==> src/pkg/rcec_defines.svh <==
// offsets, field positions, codes and sizes for the remote command error classifier
`ifndef RCEC_DEFINES_SVH
`define RCEC_DEFINES_SVH
`define RCEC_OFF_CTRL 8'h00
`define RCEC_OFF_STATUS 8'h04
`define RCEC_OFF_EVENT 8'h08
`define RCEC_OFF_ESR 8'h0C
`define RCEC_OFF_ERRPOP 8'h10
`define RCEC_OFF_ERRCODE 8'h14
`define RCEC_OFF_ERRTEXT 8'h18
`define RCEC_OFF_COUNT 8'h1C
`define RCEC_ESR_QYE 2
`define RCEC_ESR_EXE 4
`define RCEC_ESR_CME 5
`define RCEC_CTRL_CLS 0
`define RCEC_CTRL_LOCAL 1
`define RCEC_CTRL_OUTON 2
`define RCEC_CTRL_PROT 3
`define RCEC_CTRL_OPTFIT 4
`define RCEC_CTRL_RESET 32'h0000_0000
`define RCEC_MAX_ELEM_LEN 8'h0C
`define RCEC_QUEUE_DEPTH 16
`define RCEC_ERR_NONE 16'sh0000
`define RCEC_ERR_CMD 16'shFF9C
`define RCEC_ERR_GET 16'shFF97
`define RCEC_ERR_PAR_MORE 16'shFF94
`define RCEC_ERR_PAR_LESS 16'shFF93
`define RCEC_ERR_SUF_LONG 16'shFF7A
`define RCEC_ERR_SUF_NOT 16'shFF76
`define RCEC_ERR_CHR_LONG 16'shFF70
`define RCEC_ERR_TRG_IGN 16'shFF2D
`define RCEC_ERR_INIT_IGN 16'shFF2B
`define RCEC_ERR_TRG_DLK 16'shFF2A
`define RCEC_ERR_CONFLICT 16'shFF23
`define RCEC_ERR_RANGE 16'shFF22
`define RCEC_ERR_STALE 16'shFF1A
`define RCEC_ERR_HW_MISS 16'shFF0F
`define RCEC_ERR_Q_INTR 16'shFE66
`define RCEC_ERR_Q_UNTERM 16'shFE5C
`define RCEC_ERR_Q_INDEF 16'shFE48
`define RCEC_ERR_LOCAL 16'sh0065
`define RCEC_ERR_OUTON 16'sh0066
`define RCEC_ERR_PROT 16'sh0067
`define RCEC_CMD_LO 16'shFF39
`define RCEC_CMD_HI 16'shFF9C
`define RCEC_EXE_LO 16'shFED5
`define RCEC_EXE_HI 16'shFF38
`define RCEC_QRY_LO 16'shFE0D
`define RCEC_QRY_HI 16'shFE70
`endif

==> src/pkg/rcec_pkg.sv <==
// types shared by the remote command error classifier files
package rcec_pkg;
  typedef logic signed [15:0] rcec_code_t;

  // event word from parser, execution and output-queue control, one bit per event; several may be set in one cycle
  typedef struct packed {
    logic get_in_msg;
    logic par_more;
    logic par_less;
    logic suffix_on_plain;
    logic init_busy;
    logic query_before_trig;
    logic trig_dropped;
    logic value_bad;
    logic state_conflict;
    logic query_early;
    logic opt_needed;
    logic cmd_new;
    logic read_req;
    logic indef_then_query;
    logic op_local_chk;
    logic op_outon_chk;
    logic op_prot_chk;
  } rcec_evt_t;

  // one logged entry: signed code plus message index
  typedef struct packed {
    rcec_code_t code;
    logic [4:0] text_id;
  } rcec_entry_t;

  typedef enum logic [2:0] {
    RQ_IDLE = 3'b001,
    RQ_PEND = 3'b010,
    RQ_INDEF = 3'b100
  } rcec_rq_state_t;
endpackage : rcec_pkg

==> src/verilog/rcec_classifier.sv <==
// remote command error classifier: event coding, status bits and queue control
//
// The APB register port and the address map were decided locally.
`timescale 1ns/1ps
`include "rcec_defines.svh"

// Overview of operation
// - parser syntax errors use codes -199..-100 and set event status bit 5
// - execution errors use codes -299..-200 and set event status bit 4
// - message exchange errors use codes -499..-400 and set bit 2
// - trigger during message reception logs -105 instead of triggering
// - too many parameters logs -108, too few logs -109
// - suffix over twelve characters logs -134, character data over twelve -144
// - suffix after numeric that forbids suffixes logs -138
// - initiate while measuring is ignored and logs -213
// - query before expected software trigger logs deadlock -214
// - received but discarded trigger logs -211
// - out of range value is rejected and logs -222
// - command impossible in present state logs -221
// - data query before measurement finishes logs -230
// - command needing absent option logs -241
// - new command with unread response logs -410
// - read with no query pending queues -100 then -420, sends nothing
// - query after indefinite-form response query in one message logs -440
// - remote operation under local control denied, logs 101
// - operation forbidden with output on denied, logs 102
// - operation during active protection denied, logs 103
// - error query returns next queue entry
// - clear status empties event status and error queue
module rcec_classifier
  import rcec_pkg::*;
#(
  parameter int QUEUE_DEPTH = `RCEC_QUEUE_DEPTH
)
(
  input wire logic clk_i, // 10 mhz clock
  input wire logic reset_i, // synchronous reset
  input wire logic psel, // apb select
  input wire logic penable, // apb enable
  input wire logic pwrite, // apb write
  input wire logic [7:0] paddr, // apb address
  input wire logic [31:0] pwdata, // apb write data
  output logic [31:0] prdata, // apb read data
  output logic pready, // apb ready
  output logic pslverr, // apb error
  input wire rcec_evt_t evt_i, // one-cycle event pulses
  input wire logic [7:0] suffix_len_i, // length of parsed suffix
  input wire logic suffix_done_i, // suffix length valid
  input wire logic [7:0] chr_len_i, // length of character data
  input wire logic chr_done_i, // char length valid
  input wire logic msg_rx_i, // message reception in progress
  input wire logic meas_busy_i, // measurement running
  input wire logic resp_ready_i, // response placed in output queue
  input wire logic resp_indef_i, // that response has indefinite form
  input wire logic resp_taken_i, // controller read the response
  input wire logic msg_end_i, // end of program message
  output logic trig_accept_o, // trigger may act
  output logic init_accept_o, // initiate may act
  output logic op_accept_o, // checked operation may act
  output logic value_accept_o, // parameter value accepted
  output logic resp_send_o, // output queue may send
  output logic [7:0] esr_o // event status bits
);
  logic [31:0] ctrl;
  logic [16:0] sw_evt;
  logic pop;
  rcec_evt_t ev;
  rcec_entry_t head;
  rcec_entry_t push_a;
  rcec_entry_t push_b;
  logic push_a_v;
  logic push_b_v;
  logic fifo_push;
  rcec_entry_t fifo_data;
  logic fifo_empty;
  logic [7:0] fifo_count;
  logic [7:0] esr_reg;
  logic pend_b_reg;
  rcec_entry_t pend_b_data_reg;
  rcec_rq_state_t rq_reg;
  logic cls;
  logic suf_long;
  logic chr_long;

  // code to message index; used for both queue pushes
  function automatic logic [4:0] text_of(input rcec_code_t c);
    case (c)
      `RCEC_ERR_CMD: text_of = 5'h01;
      `RCEC_ERR_GET: text_of = 5'h02;
      `RCEC_ERR_PAR_MORE: text_of = 5'h03;
      `RCEC_ERR_PAR_LESS: text_of = 5'h04;
      `RCEC_ERR_SUF_LONG: text_of = 5'h05;
      `RCEC_ERR_SUF_NOT: text_of = 5'h06;
      `RCEC_ERR_CHR_LONG: text_of = 5'h07;
      `RCEC_ERR_TRG_IGN: text_of = 5'h08;
      `RCEC_ERR_INIT_IGN: text_of = 5'h09;
      `RCEC_ERR_TRG_DLK: text_of = 5'h0A;
      `RCEC_ERR_CONFLICT: text_of = 5'h0B;
      `RCEC_ERR_RANGE: text_of = 5'h0C;
      `RCEC_ERR_STALE: text_of = 5'h0D;
      `RCEC_ERR_HW_MISS: text_of = 5'h0E;
      `RCEC_ERR_Q_INTR: text_of = 5'h0F;
      `RCEC_ERR_Q_UNTERM: text_of = 5'h10;
      `RCEC_ERR_Q_INDEF: text_of = 5'h11;
      `RCEC_ERR_LOCAL: text_of = 5'h12;
      `RCEC_ERR_OUTON: text_of = 5'h13;
      `RCEC_ERR_PROT: text_of = 5'h14;
      default: text_of = 5'h00;
    endcase
  endfunction : text_of

  // class decode, used for the event status bits
  function automatic logic in_range(input rcec_code_t c, input rcec_code_t lo, input rcec_code_t hi);
    in_range = (c >= lo) && (c <= hi);
  endfunction : in_range

  rcec_apb_slave u_apb (
    .clk_i(clk_i),
    .reset_i(reset_i),
    .psel(psel),
    .penable(penable),
    .pwrite(pwrite),
    .paddr(paddr),
    .pwdata(pwdata),
    .prdata(prdata),
    .pready(pready),
    .pslverr(pslverr),
    .status_i({26'h0000000, meas_busy_i, msg_rx_i, fifo_empty, rq_reg}),
    .esr_i(esr_reg),
    .head_i(head),
    .count_i(fifo_count),
    .ctrl_o(ctrl),
    .sw_evt_o(sw_evt),
    .pop_o(pop)
  );

  // software may inject the same events as the parser pins
  assign ev = evt_i | rcec_evt_t'(sw_evt);
  assign cls = ctrl[`RCEC_CTRL_CLS];

  assign suf_long = suffix_done_i && (suffix_len_i > `RCEC_MAX_ELEM_LEN);
  assign chr_long = chr_done_i && (chr_len_i > `RCEC_MAX_ELEM_LEN);

  // accept strobes: denial wins over action
  // trigger blocked
  assign trig_accept_o = !msg_rx_i;
  assign init_accept_o = !meas_busy_i;
  assign op_accept_o = !(ctrl[`RCEC_CTRL_LOCAL] || ctrl[`RCEC_CTRL_OUTON] || ctrl[`RCEC_CTRL_PROT]);
  assign value_accept_o = !ev.value_bad;
  assign resp_send_o = (rq_reg != RQ_IDLE);

  // priority pick of the single error logged this cycle (primary slot)
  always_comb
  begin
    push_a_v = 1'b1;
    push_a.code = `RCEC_ERR_NONE;
    push_b_v = 1'b0;
    push_b.code = `RCEC_ERR_Q_UNTERM;
    push_b.text_id = text_of(`RCEC_ERR_Q_UNTERM);
    if (ev.read_req && rq_reg == RQ_IDLE)
    begin
      push_a.code = `RCEC_ERR_CMD;
      push_b_v = 1'b1;
    end
    else if (ev.cmd_new && rq_reg != RQ_IDLE)
      push_a.code = `RCEC_ERR_Q_INTR;
    else if (ev.indef_then_query && rq_reg == RQ_INDEF)
      push_a.code = `RCEC_ERR_Q_INDEF;
    else if (ev.get_in_msg && msg_rx_i)
      push_a.code = `RCEC_ERR_GET;
    else if (ev.par_more)
      push_a.code = `RCEC_ERR_PAR_MORE;
    else if (ev.par_less)
      push_a.code = `RCEC_ERR_PAR_LESS;
    else if (suf_long)
      push_a.code = `RCEC_ERR_SUF_LONG;
    else if (chr_long)
      push_a.code = `RCEC_ERR_CHR_LONG;
    else if (ev.suffix_on_plain)
      push_a.code = `RCEC_ERR_SUF_NOT;
    else if (ev.op_local_chk && ctrl[`RCEC_CTRL_LOCAL])
      push_a.code = `RCEC_ERR_LOCAL;
    else if (ev.op_outon_chk && ctrl[`RCEC_CTRL_OUTON])
      push_a.code = `RCEC_ERR_OUTON;
    else if (ev.op_prot_chk && ctrl[`RCEC_CTRL_PROT])
      push_a.code = `RCEC_ERR_PROT;
    else if (ev.init_busy && meas_busy_i)
      push_a.code = `RCEC_ERR_INIT_IGN;
    else if (ev.query_before_trig)
      push_a.code = `RCEC_ERR_TRG_DLK;
    else if (ev.trig_dropped)
      push_a.code = `RCEC_ERR_TRG_IGN;
    else if (ev.value_bad)
      push_a.code = `RCEC_ERR_RANGE;
    else if (ev.state_conflict)
      push_a.code = `RCEC_ERR_CONFLICT;
    else if (ev.query_early && meas_busy_i)
      push_a.code = `RCEC_ERR_STALE;
    else if (ev.opt_needed && !ctrl[`RCEC_CTRL_OPTFIT])
      push_a.code = `RCEC_ERR_HW_MISS;
    else
      push_a_v = 1'b0;
    push_a.text_id = text_of(push_a.code);
  end

  // second entry waits one cycle so the queue keeps occurrence order
  always_ff @(posedge clk_i)
  begin
    if (reset_i || cls)
    begin
      pend_b_reg <= 1'b0;
      pend_b_data_reg <= '0;
    end
    else
    begin
      pend_b_reg <= push_a_v && push_b_v;
      pend_b_data_reg <= push_b;
    end
  end

  assign fifo_push = pend_b_reg || push_a_v;
  assign fifo_data = pend_b_reg ? pend_b_data_reg : push_a;

  rcec_err_fifo #(.DEPTH(QUEUE_DEPTH)) u_fifo (
    .clk_i(clk_i),
    .reset_i(reset_i),
    .clear_i(cls),
    .push_i(fifo_push && !cls),
    .push_data_i(fifo_data),
    .pop_i(pop),
    .head_o(head),
    .empty_o(fifo_empty),
    .count_o(fifo_count)
  );

  // class bits; a new error beats the clear
  always_ff @(posedge clk_i)
  begin
    if (reset_i)
      esr_reg <= 8'h00;
    else
    begin
      if (cls)
        esr_reg <= 8'h00;
      if (fifo_push)
      begin
        if (in_range(fifo_data.code, `RCEC_CMD_LO, `RCEC_CMD_HI))
          esr_reg[`RCEC_ESR_CME] <= 1'b1;
        if (in_range(fifo_data.code, `RCEC_EXE_LO, `RCEC_EXE_HI))
          esr_reg[`RCEC_ESR_EXE] <= 1'b1;
        if (in_range(fifo_data.code, `RCEC_QRY_LO, `RCEC_QRY_HI))
          esr_reg[`RCEC_ESR_QYE] <= 1'b1;
      end
    end
  end

  assign esr_o = esr_reg;

  // response tracking for the query-error checks
  always_ff @(posedge clk_i)
  begin
    if (reset_i)
      rq_reg <= RQ_IDLE;
    else
    begin
      case (rq_reg)
        RQ_IDLE:
        begin
          if (resp_ready_i)
            rq_reg <= resp_indef_i ? RQ_INDEF : RQ_PEND;
        end
        RQ_PEND, RQ_INDEF:
        begin
          if (resp_taken_i || ev.cmd_new)
            rq_reg <= RQ_IDLE;
          else if (msg_end_i && rq_reg == RQ_INDEF)
            rq_reg <= RQ_PEND;
        end
        default: rq_reg <= RQ_IDLE;
      endcase
    end
  end
endmodule : rcec_classifier

==> src/verilog/rcec_err_fifo.sv <==
// ordered error queue holding signed codes and message ids
`timescale 1ns/1ps
module rcec_err_fifo
  import rcec_pkg::*;
#(
  parameter int DEPTH = `RCEC_QUEUE_DEPTH
)
(
  input wire logic clk_i, // system clock
  input wire logic reset_i, // synchronous reset
  input wire logic clear_i, // empty the queue
  input wire logic push_i, // log one entry
  input wire rcec_entry_t push_data_i, // entry to log
  input wire logic pop_i, // drop the head entry
  output rcec_entry_t head_o, // oldest entry
  output logic empty_o, // nothing logged
  output logic [7:0] count_o // entries held
);
  localparam int AW = $clog2(DEPTH);
  rcec_entry_t mem [DEPTH];
  logic [AW-1:0] wr_reg;
  logic [AW-1:0] rd_reg;
  logic [7:0] cnt_reg;
  logic do_push;
  logic do_pop;

  // full queue drops the newest entry, keeping the oldest ones in order
  assign do_pop = pop_i && (cnt_reg != 8'h00);
  assign do_push = push_i && ((cnt_reg != 8'(DEPTH)) || do_pop);

  // storage writes
  always_ff @(posedge clk_i)
  begin
    if (do_push)
    begin
      mem[wr_reg] <= push_data_i;
    end
  end

  // pointers and count
  always_ff @(posedge clk_i)
  begin
    if (reset_i || clear_i)
    begin
      wr_reg <= '0;
      rd_reg <= '0;
      cnt_reg <= 8'h00;
    end
    else
    begin
      if (do_push)
        wr_reg <= AW'(wr_reg + 1'b1);
      if (do_pop)
        rd_reg <= AW'(rd_reg + 1'b1);
      cnt_reg <= 8'(cnt_reg + {7'h00, do_push} - {7'h00, do_pop});
    end
  end

  assign head_o = (cnt_reg == 8'h00) ? '0 : mem[rd_reg];
  assign empty_o = (cnt_reg == 8'h00);
  assign count_o = cnt_reg;
endmodule : rcec_err_fifo

==> src/verilog/rcec_apb_slave.sv <==
// apb register file for control, status and error queue readout
`timescale 1ns/1ps
module rcec_apb_slave
  import rcec_pkg::*;
(
  input wire logic clk_i, // system clock
  input wire logic reset_i, // synchronous reset
  input wire logic psel, // apb select
  input wire logic penable, // apb access phase
  input wire logic pwrite, // apb direction
  input wire logic [7:0] paddr, // apb byte address
  input wire logic [31:0] pwdata, // apb write data
  output logic [31:0] prdata, // apb read data
  output logic pready, // apb ready
  output logic pslverr, // apb error
  input wire logic [31:0] status_i, // block status word
  input wire logic [7:0] esr_i, // event status bits
  input wire rcec_entry_t head_i, // queue head
  input wire logic [7:0] count_i, // queue depth used
  output logic [31:0] ctrl_o, // control register
  output logic [16:0] sw_evt_o, // software event pulses
  output logic pop_o // error read pulse
);
  logic access;
  logic [31:0] ctrl_reg;
  logic [31:0] rdata_next;
  logic known;

  // single-cycle access phase, zero wait states
  assign access = psel && penable;
  assign pready = 1'b1;

  // address decode
  always_comb
  begin
    known = 1'b1;
    rdata_next = 32'h0000_0000;
    case (paddr)
      `RCEC_OFF_CTRL: rdata_next = ctrl_reg;
      `RCEC_OFF_STATUS: rdata_next = status_i;
      `RCEC_OFF_EVENT: rdata_next = 32'h0000_0000;
      `RCEC_OFF_ESR: rdata_next = {24'h000000, esr_i};
      `RCEC_OFF_ERRPOP: rdata_next = {{16{head_i.code[15]}}, head_i.code};
      `RCEC_OFF_ERRCODE: rdata_next = {{16{head_i.code[15]}}, head_i.code};
      `RCEC_OFF_ERRTEXT: rdata_next = {27'h0000000, head_i.text_id};
      `RCEC_OFF_COUNT: rdata_next = {24'h000000, count_i};
      default: known = 1'b0;
    endcase
  end

  assign prdata = access ? rdata_next : 32'h0000_0000;
  assign pslverr = access && !known;

  // control register; clear-status bit self-clears
  always_ff @(posedge clk_i)
  begin
    if (reset_i)
      ctrl_reg <= `RCEC_CTRL_RESET;
    else if (access && pwrite && paddr == `RCEC_OFF_CTRL)
      ctrl_reg <= pwdata;
    else
      ctrl_reg[`RCEC_CTRL_CLS] <= 1'b0;
  end

  assign ctrl_o = ctrl_reg;
  assign sw_evt_o = (access && pwrite && paddr == `RCEC_OFF_EVENT) ? pwdata[16:0] : 17'h00000;
  // reading the pop word consumes the head entry
  assign pop_o = access && !pwrite && paddr == `RCEC_OFF_ERRPOP;
endmodule : rcec_apb_slave

==> config.mk <==
export PLATFORM = sky130hd
export DESIGN_NAME = rcec_classifier
export DESIGN_NICKNAME = d
export VERILOG_FILES = /design/src/pkg/rcec_pkg.sv /design/src/verilog/rcec_classifier.sv /design/src/verilog/rcec_err_fifo.sv /design/src/verilog/rcec_apb_slave.sv
export VERILOG_INCLUDE_DIRS = /design/src /design/src/pkg
export SDC_FILE = /design/constraint.sdc
export NUM_CORES = 1
export LEC_CHECK = 0
export BUFFER_PORTS_ARGS = -buffer_cell sky130_fd_sc_hd__buf_4
export CORE_ASPECT_RATIO = 1.4
export CORE_MARGIN = 4
export CORE_UTILIZATION = 44
export DETAILED_ROUTE_END_ITERATION = 6
export SYNTH_ARGS = -nofsm -noshare
export SYNTH_HDL_FRONTEND = slang
export SYNTH_SLANG_ARGS = --single-unit
==> constraint.sdc <==
create_clock -name clk_i -period 3.8 [get_ports clk_i]
set_input_delay 0.38 -clock clk_i [delete_from_list [all_inputs] [get_ports clk_i]]
set_output_delay 0.38 -clock clk_i [all_outputs]
set_load 0.02 [all_outputs]
Word-level counts from Yosys, hierarchy flattened

Memories as Yosys holds them, arrays and structs flattened. A register that Yosys moved wholly into a read port is not among the register bits.
Index checks and enable logic that the tools add are counted.

Bitwise operators: 2
Add/sub/neg operators: 4
Multiplexer cells: 62
Reductions and logical operators: 49
$lt $le $gt $ge: 8
Equality and inequality tests: 34

Operator list:

| cell                                                                                  | count |
|---|---|
| 16-bit 2-to-1 mux                                                                     | 19 |
| 16-bit == test, second input constant                                                 | 17 |
| 32-bit case mux with 6 select lines                                                   | 1 |
| 5-bit case mux with 20 select lines                                                   | 1 |
| 21-bit 2-to-1 mux                                                                     | 3 |
| 16-bit by 7-bit == test with 1-bit output, second input constant                      | 3 |
| 8-bit by 5-bit == test with 1-bit output, second input constant                       | 4 |
| 16-bit by 10-bit greater-or-equal comparator with 1-bit output, second input constant | 2 |
| 32-bit 2-to-1 mux                                                                     | 1 |
| 1-bit logical AND                                                                     | 27 |
| 1-bit 2-to-1 mux                                                                      | 27 |
| 17-bit 2-to-1 mux                                                                     | 1 |
| 17-bit OR                                                                             | 1 |
| 8-bit by 4-bit == test with 1-bit output, second input constant                       | 2 |
| 16-bit by 9-bit greater-or-equal comparator with 1-bit output, second input constant  | 1 |
| 8-bit by 4-bit greater-than comparator with 1-bit output, second input constant       | 2 |
| 16-bit by 10-bit <= comparator with 1-bit output, second input constant               | 1 |
| 16-bit by 8-bit <= comparator with 1-bit output, second input constant                | 1 |
| 16-bit by 9-bit <= comparator with 1-bit output, second input constant                | 1 |
| 8-bit zero test                                                                       | 2 |
| 3-bit 2-to-1 mux                                                                      | 4 |
| 4-bit by 1-bit adder with 4-bit output, second input constant                         | 2 |
| 8-bit by 1-bit adder with 8-bit output                                                | 1 |
| 8-bit by 3-bit == test with 1-bit output, second input constant                       | 1 |
| other kinds (19)                                                                      | 34 |

Bits in writable memories: 336
Output and inout port bits: 47
Memories: 1
Input bits: 86
Register bits: 76
Word-level logic and storage cells: 170

Memory list:

| memory     | depth | width | read ports | clocked after Yosys merged registers in | write ports | RTL line            | source |
|---|---|---|---|---|---|---|---|
| u_fifo.mem | 16    | 21    | 1          | 1                                       | 1           | rcec_err_fifo.sv:20 | `rcec_entry_t mem [DEPTH];` |

Longest topological paths before layout

Depth in word-level cells: 32
Gate-level depth with buffers: 20
Depth with buffers taken out: 19

Cells and area by module

Synthesis repeated with hierarchy kept, for this count alone.

Cells, all modules: 1,178
Area total of the unflattened synthesis: 17,634.4 sq um

Modules (own cells, without submodules):

| module          | area an instance (sq um) | sequential area each (sq um) | cells each | instances |
|---|---|---|---|---|
| rcec_err_fifo   | 14,015.9                 | 10,490.1                     | 664        | 1 |
| rcec_apb_slave  | 2,302.2                  | 640.6                        | 317        | 1 |
| rcec_classifier | 1,316.3                  | 160.2                        | 197        | 1 |

Least setup slack after synthesis

No wires, ideal clock.

Kind: input port to flip-flop
Start: in paddr[7]
End: mem u_fifo.mem[0][0] (netlist bit) (enable)
Required time: 3.394 ns
Arrival: 3.158 ns
Path slack: 0.236 ns
Stages on the path: 8
Setup time: 0.406 ns
Buffers on the path: 1
Cell sequence: nor2_1 -> nor4b_4 -> nand2_1 -> nor4_2 -> o221a_2 -> buf_6 -> nand2_1 -> nor3_1

Elaborated cells on any way between the ends: 42
Classes of those cells: 2 x eq/ne; 22 x mux; 1 x bitwise; 17 x reduce/logical

RTL lines:

| what                                               | RTL line              | source |
|---|---|---|
| start, declared                                    | rcec_classifier.sv:41 | `input wire logic [7:0] paddr,` |
| 8-bit by 5-bit == test with 1-bit output (no line) | --                    |  |
| 1-bit logical AND (no line)                        | --                    |  |
| 1-bit logical AND                                  | rcec_err_fifo.sv:28   | `assign do_pop = pop_i && (cnt_reg != 8'h00);` |
| named net u_fifo.do_pop                            | rcec_err_fifo.sv:25   | `logic do_pop;` |
| 1-bit logical OR                                   | rcec_err_fifo.sv:29   | `assign do_push = push_i && ((cnt_reg != 8'(DEPTH)) \|\| do_pop);` |
| 1-bit logical AND                                  | rcec_err_fifo.sv:29   |  |
| named net u_fifo.do_push                           | rcec_err_fifo.sv:24   | `logic do_push;` |
| 1-bit 2-to-1 mux                                   | rcec_err_fifo.sv:34   | `if (do_push)` |
| 1-bit 2-to-1 mux (implied by the code)             | rcec_err_fifo.sv:36   | `mem[wr_reg] <= push_data_i;` |
| end, declared                                      | rcec_err_fifo.sv:20   |  |

The timed path passes the listed nets, and every way through them passes these cells.

==> flow_metrics.env <==
export IMPL_status="finished clean"
export IMPL_synth_edf_count=240
export IMPL_synthArstFlopShare_pct=0
export IMPL_synth_cell_types=79
export IMPL_setup_ws_ns=0.341
export IMPL_max_flop_register="u_fifo.mem"
export IMPL_final_common_cell="edfxtp_1"
export IMPL_min_from="pwdata[23]"
export IMPL_gp_congestion=0.918
export IMPL_grt_pass1_wl_mm=54.6
export IMPL_leakage_uw=0.00560
export IMPL_finalMaxSlewViolations=0
export IMPL_wl_per_cell_um=22.4
export IMPL_synth_area_um2=13500
export IMPL_vdd_ir_drop_max_mv=0.319
export IMPL_hold_buffers=0
export IMPL_cts_root_buf="clkbuf_16"
export IMPL_final_period_utilization_pct=91.0
export IMPL_clk_latency_ns=0.55
export IMPL_pwr_share_clk_pct=36.2
export IMPL_clk_pin_slew_worst_paths_ns=0.06
export IMPL_min_path_type="in -> reg"
export IMPL_first_global_vias=9225
export IMPL_grt_max_degree=36
export IMPL_synthToLayoutAreaGrowth_pct=21.3
export IMPL_cp_start_kind="register"
export IMPL_finalHoldViolCount=0
export IMPL_power_switching_uw=2120
export IMPL_first_pass_iters=5
export IMPL_fp_row_count=75
export IMPL_fmax_ghz=0.289
export IMPL_insertedDiodeCount=0
export IMPL_cts_buffer_depth=3
export IMPL_r2r_worst_path_cells=18
export IMPL_nFillCells=2520
export IMPL_cts_buffers=28
export IMPL_fin_tns_setup_ns=0
export IMPL_finClkSkew_ns=0.0124
export IMPL_relSlewSlack_pct=35.2
export IMPL_drive_gt1_share_pct=28.6
export IMPL_path_class="reg -> out"
export IMPL_drc=0
export IMPL_drt_iter0_markers=750
export IMPL_drt_wl_total_mm=35.9
export IMPL_critPathArrivalTime_ns=3.08
export IMPL_hpwlAfterDp_mm=25.7
export IMPL_min_period_ns=3.46
export IMPL_timing_rr_end="u_fifo.count_o[6]$_SDFF_PN0_"
export IMPL_nNetsFinal=1296
export IMPL_die_w_um=156
export IMPL_fp_coreArea_um2=30100
export IMPL_syn_inst=1008
export IMPL_seq_area_frac_synth_pct=62.3
export IMPL_io_buffers=126
export IMPL_cp_end_kind="output port"
export IMPL_synth_seq_cells=300
export IMPL_rsz0062_at_grt="no"
export IMPL_swShare_pct=25.0
export IMPL_fin_util_pct=54.3
export IMPL_start_util_pct=44.8
export IMPL_dp_cells=1548
export IMPL_crit_fanout=19
export IMPL_largest_register_ffs=240
export IMPL_clock_sinks=300
export IMPL_synth_area_per_cell_um2=13.4
export IMPL_reg2reg_from="rq_reg[2]$_SDFFE_PP0P_"
export IMPL_synth_ff_type="edfxtp_1"
export IMPL_final_cell_mix="edfxtp_1, buf_4, nand2_1"
export IMPL_vias=8946
export IMPL_place_ws_ns=0.0989
export IMPL_hold_ws_ns=0.0762
export IMPL_io_pins=133
export IMPL_cts_resized=0
export IMPL_grt_overflow=0
export IMPL_yosysWarnings=0
export IMPL_fp_dieH_um=215
export IMPL_comb_power_share_pct=16.1
export IMPL_max_cap_violations=0
export IMPL_via_per_inst=5.59
export IMPL_reg2reg_slack_ns=0.39
export IMPL_htree_num_levels=1
export IMPL_ant_nets=0
export IMPL_antenna_found_initial=0
export IMPL_die_area_um2=33600
export IMPL_internal_power_uw=6360
export IMPL_setup_viol=0
export IMPL_fin_cells=1599
export IMPL_p_per_area_nw_per_um2=518
export IMPL_seq_power_share_pct=47.7
export IMPL_worst_slew_pin_slew_ns=0.968
export IMPL_grt_total_usage_pct=21.1
export IMPL_cp_required_ns=3.42
export IMPL_min_to="u_apb.ctrl_o[23]$_SDFFE_PP0P_"
export IMPL_worstHoldPathCells=3
export IMPL_cts_tree="yes"
export IMPL_cts_setup_buffers=0
## metrics by stage
step           total power [µW]  area, µm²
3_3_place_gp               5470      15300
6_report                   8480      16400
4_1_cts                    8570      16400
3_5_place_dp               5490      15300
5_1_grt                    8860      16400
2_1_floorplan              4950      13500
## worst max-delay path: stages, from the launching register on
cell and delay, ns:
dfxtp_4 0.59, buf_4 0.32, buf_4 0.24, mux4_2 0.53, mux2i_1 0.18, o221ai_1 0.14
o211ai_1 0.22, a21oi_1 0.12, buf_4 0.18
## logic make-up (layout without fill, tap and decap cells)
family | after synthesis | after routing | synth area share (%)
other | 2 | 6 | 0.0557
AO/OA/AOI/OAI | 219 | 219 | 10.4
buffers and inverters | 85 | 287 | 2.78
AND/OR/NAND/NOR | 287 | 287 | 10.1
adder cells (fa/ha/maj) | 17 | 17 | 1.63
XOR/XNOR | 13 | 13 | 0.844
multiplexers | 85 | 85 | 11.9
flip-flops | 300 | 300 | 62.3
## area by class of cell
cell class / count / area (µm²) / share of cell area [%]
Sequential cell: 300 / 8410 / 51.4
Multi-Input combinational cell: 627 / 4760 / 29.1
Timing Repair Buffer: 211 / 1600 / 9.76
Clock buffer: 32 / 737 / 4.50
Tap cell: 385 / 482 / 2.94
Clock inverter: 19 / 279 / 1.71
Inverter: 25 / 93.8 / 0.573
## Yosys cell counts, types with 3 or more instances
cell type,count,area (µm²)
buf_2,9,45.0
nor3_1,12,60.1
nand4_1,6,37.5
o31ai_1,6,45.0
o21a_1,4,30.0
buf_1,6,22.5
o22ai_1,4,25.0
nor4_1,3,18.8
a22oi_1,6,45.0
edfxtp_1,240,7210
dfxtp_1,60,1200
and3_1,4,25.0
a21o_1,4,30.0
o211ai_1,5,37.5
and2_1,5,31.3
mux2i_1,23,230
nand2b_1,10,62.6
nor2_1,66,248
a211oi_1,15,113
nand3b_1,5,37.5
inv_1,24,90.1
a21oi_1,105,526
a222oi_1,7,70.1
o21ai_0,18,90.1
a21boi_0,3,22.5
mux4_2,60,1350
xor2_1,6,52.6
a221oi_1,4,35.0
ha_1,16,200
nor2b_1,12,75.1
buf_6,3,33.8
buf_4,6,45.0
o21ai_1,7,35.0
xnor2_1,7,61.3
nand2_1,138,518
clkbuf_1,36,135
nand3_1,7,35.0
o21bai_1,3,22.5
## metal layers
layer / vias up / GRT usage (%) / wire, µm
met5: - / 0 / 0
met4: 0 / 7.68 / 1340
met3: 71 / 2.52 / 1720
met2: 259 / 38.4 / 18900
met1: 4412 / 25.6 / 14000
li1: 4204 / - / -
## power by group through the flow
stage / registers [µW] / logic (µW) / clock network (µW)
after global placement: 4110 / 1370 / 0
after global routing: 4060 / 1510 / 3290
after detailed placement: 4120 / 1370 / 0
final: 4050 / 1370 / 3070
after CTS: 4050 / 1380 / 3140
after floorplan: 4090 / 858 / 0
## worst max-delay path by stage
stage | end | slack [ns] | cells past startpoint
global route | prdata[1] | 0.09 | 8
detailed placement | u_fifo.count_o[7]$_SDFF_PN0_ | 0.1 | 16
CTS | prdata[1] | 0.25 | 8
floorplan | u_fifo.mem[0][0]$_DFFE_PP_ | 0.24 | 8
global placement | u_fifo.count_o[7]$_SDFF_PN0_ | 0.10 | 16
finish | prdata[1] | 0.34 | 8
Note: power is estimated with default switching activity, not from simulation.
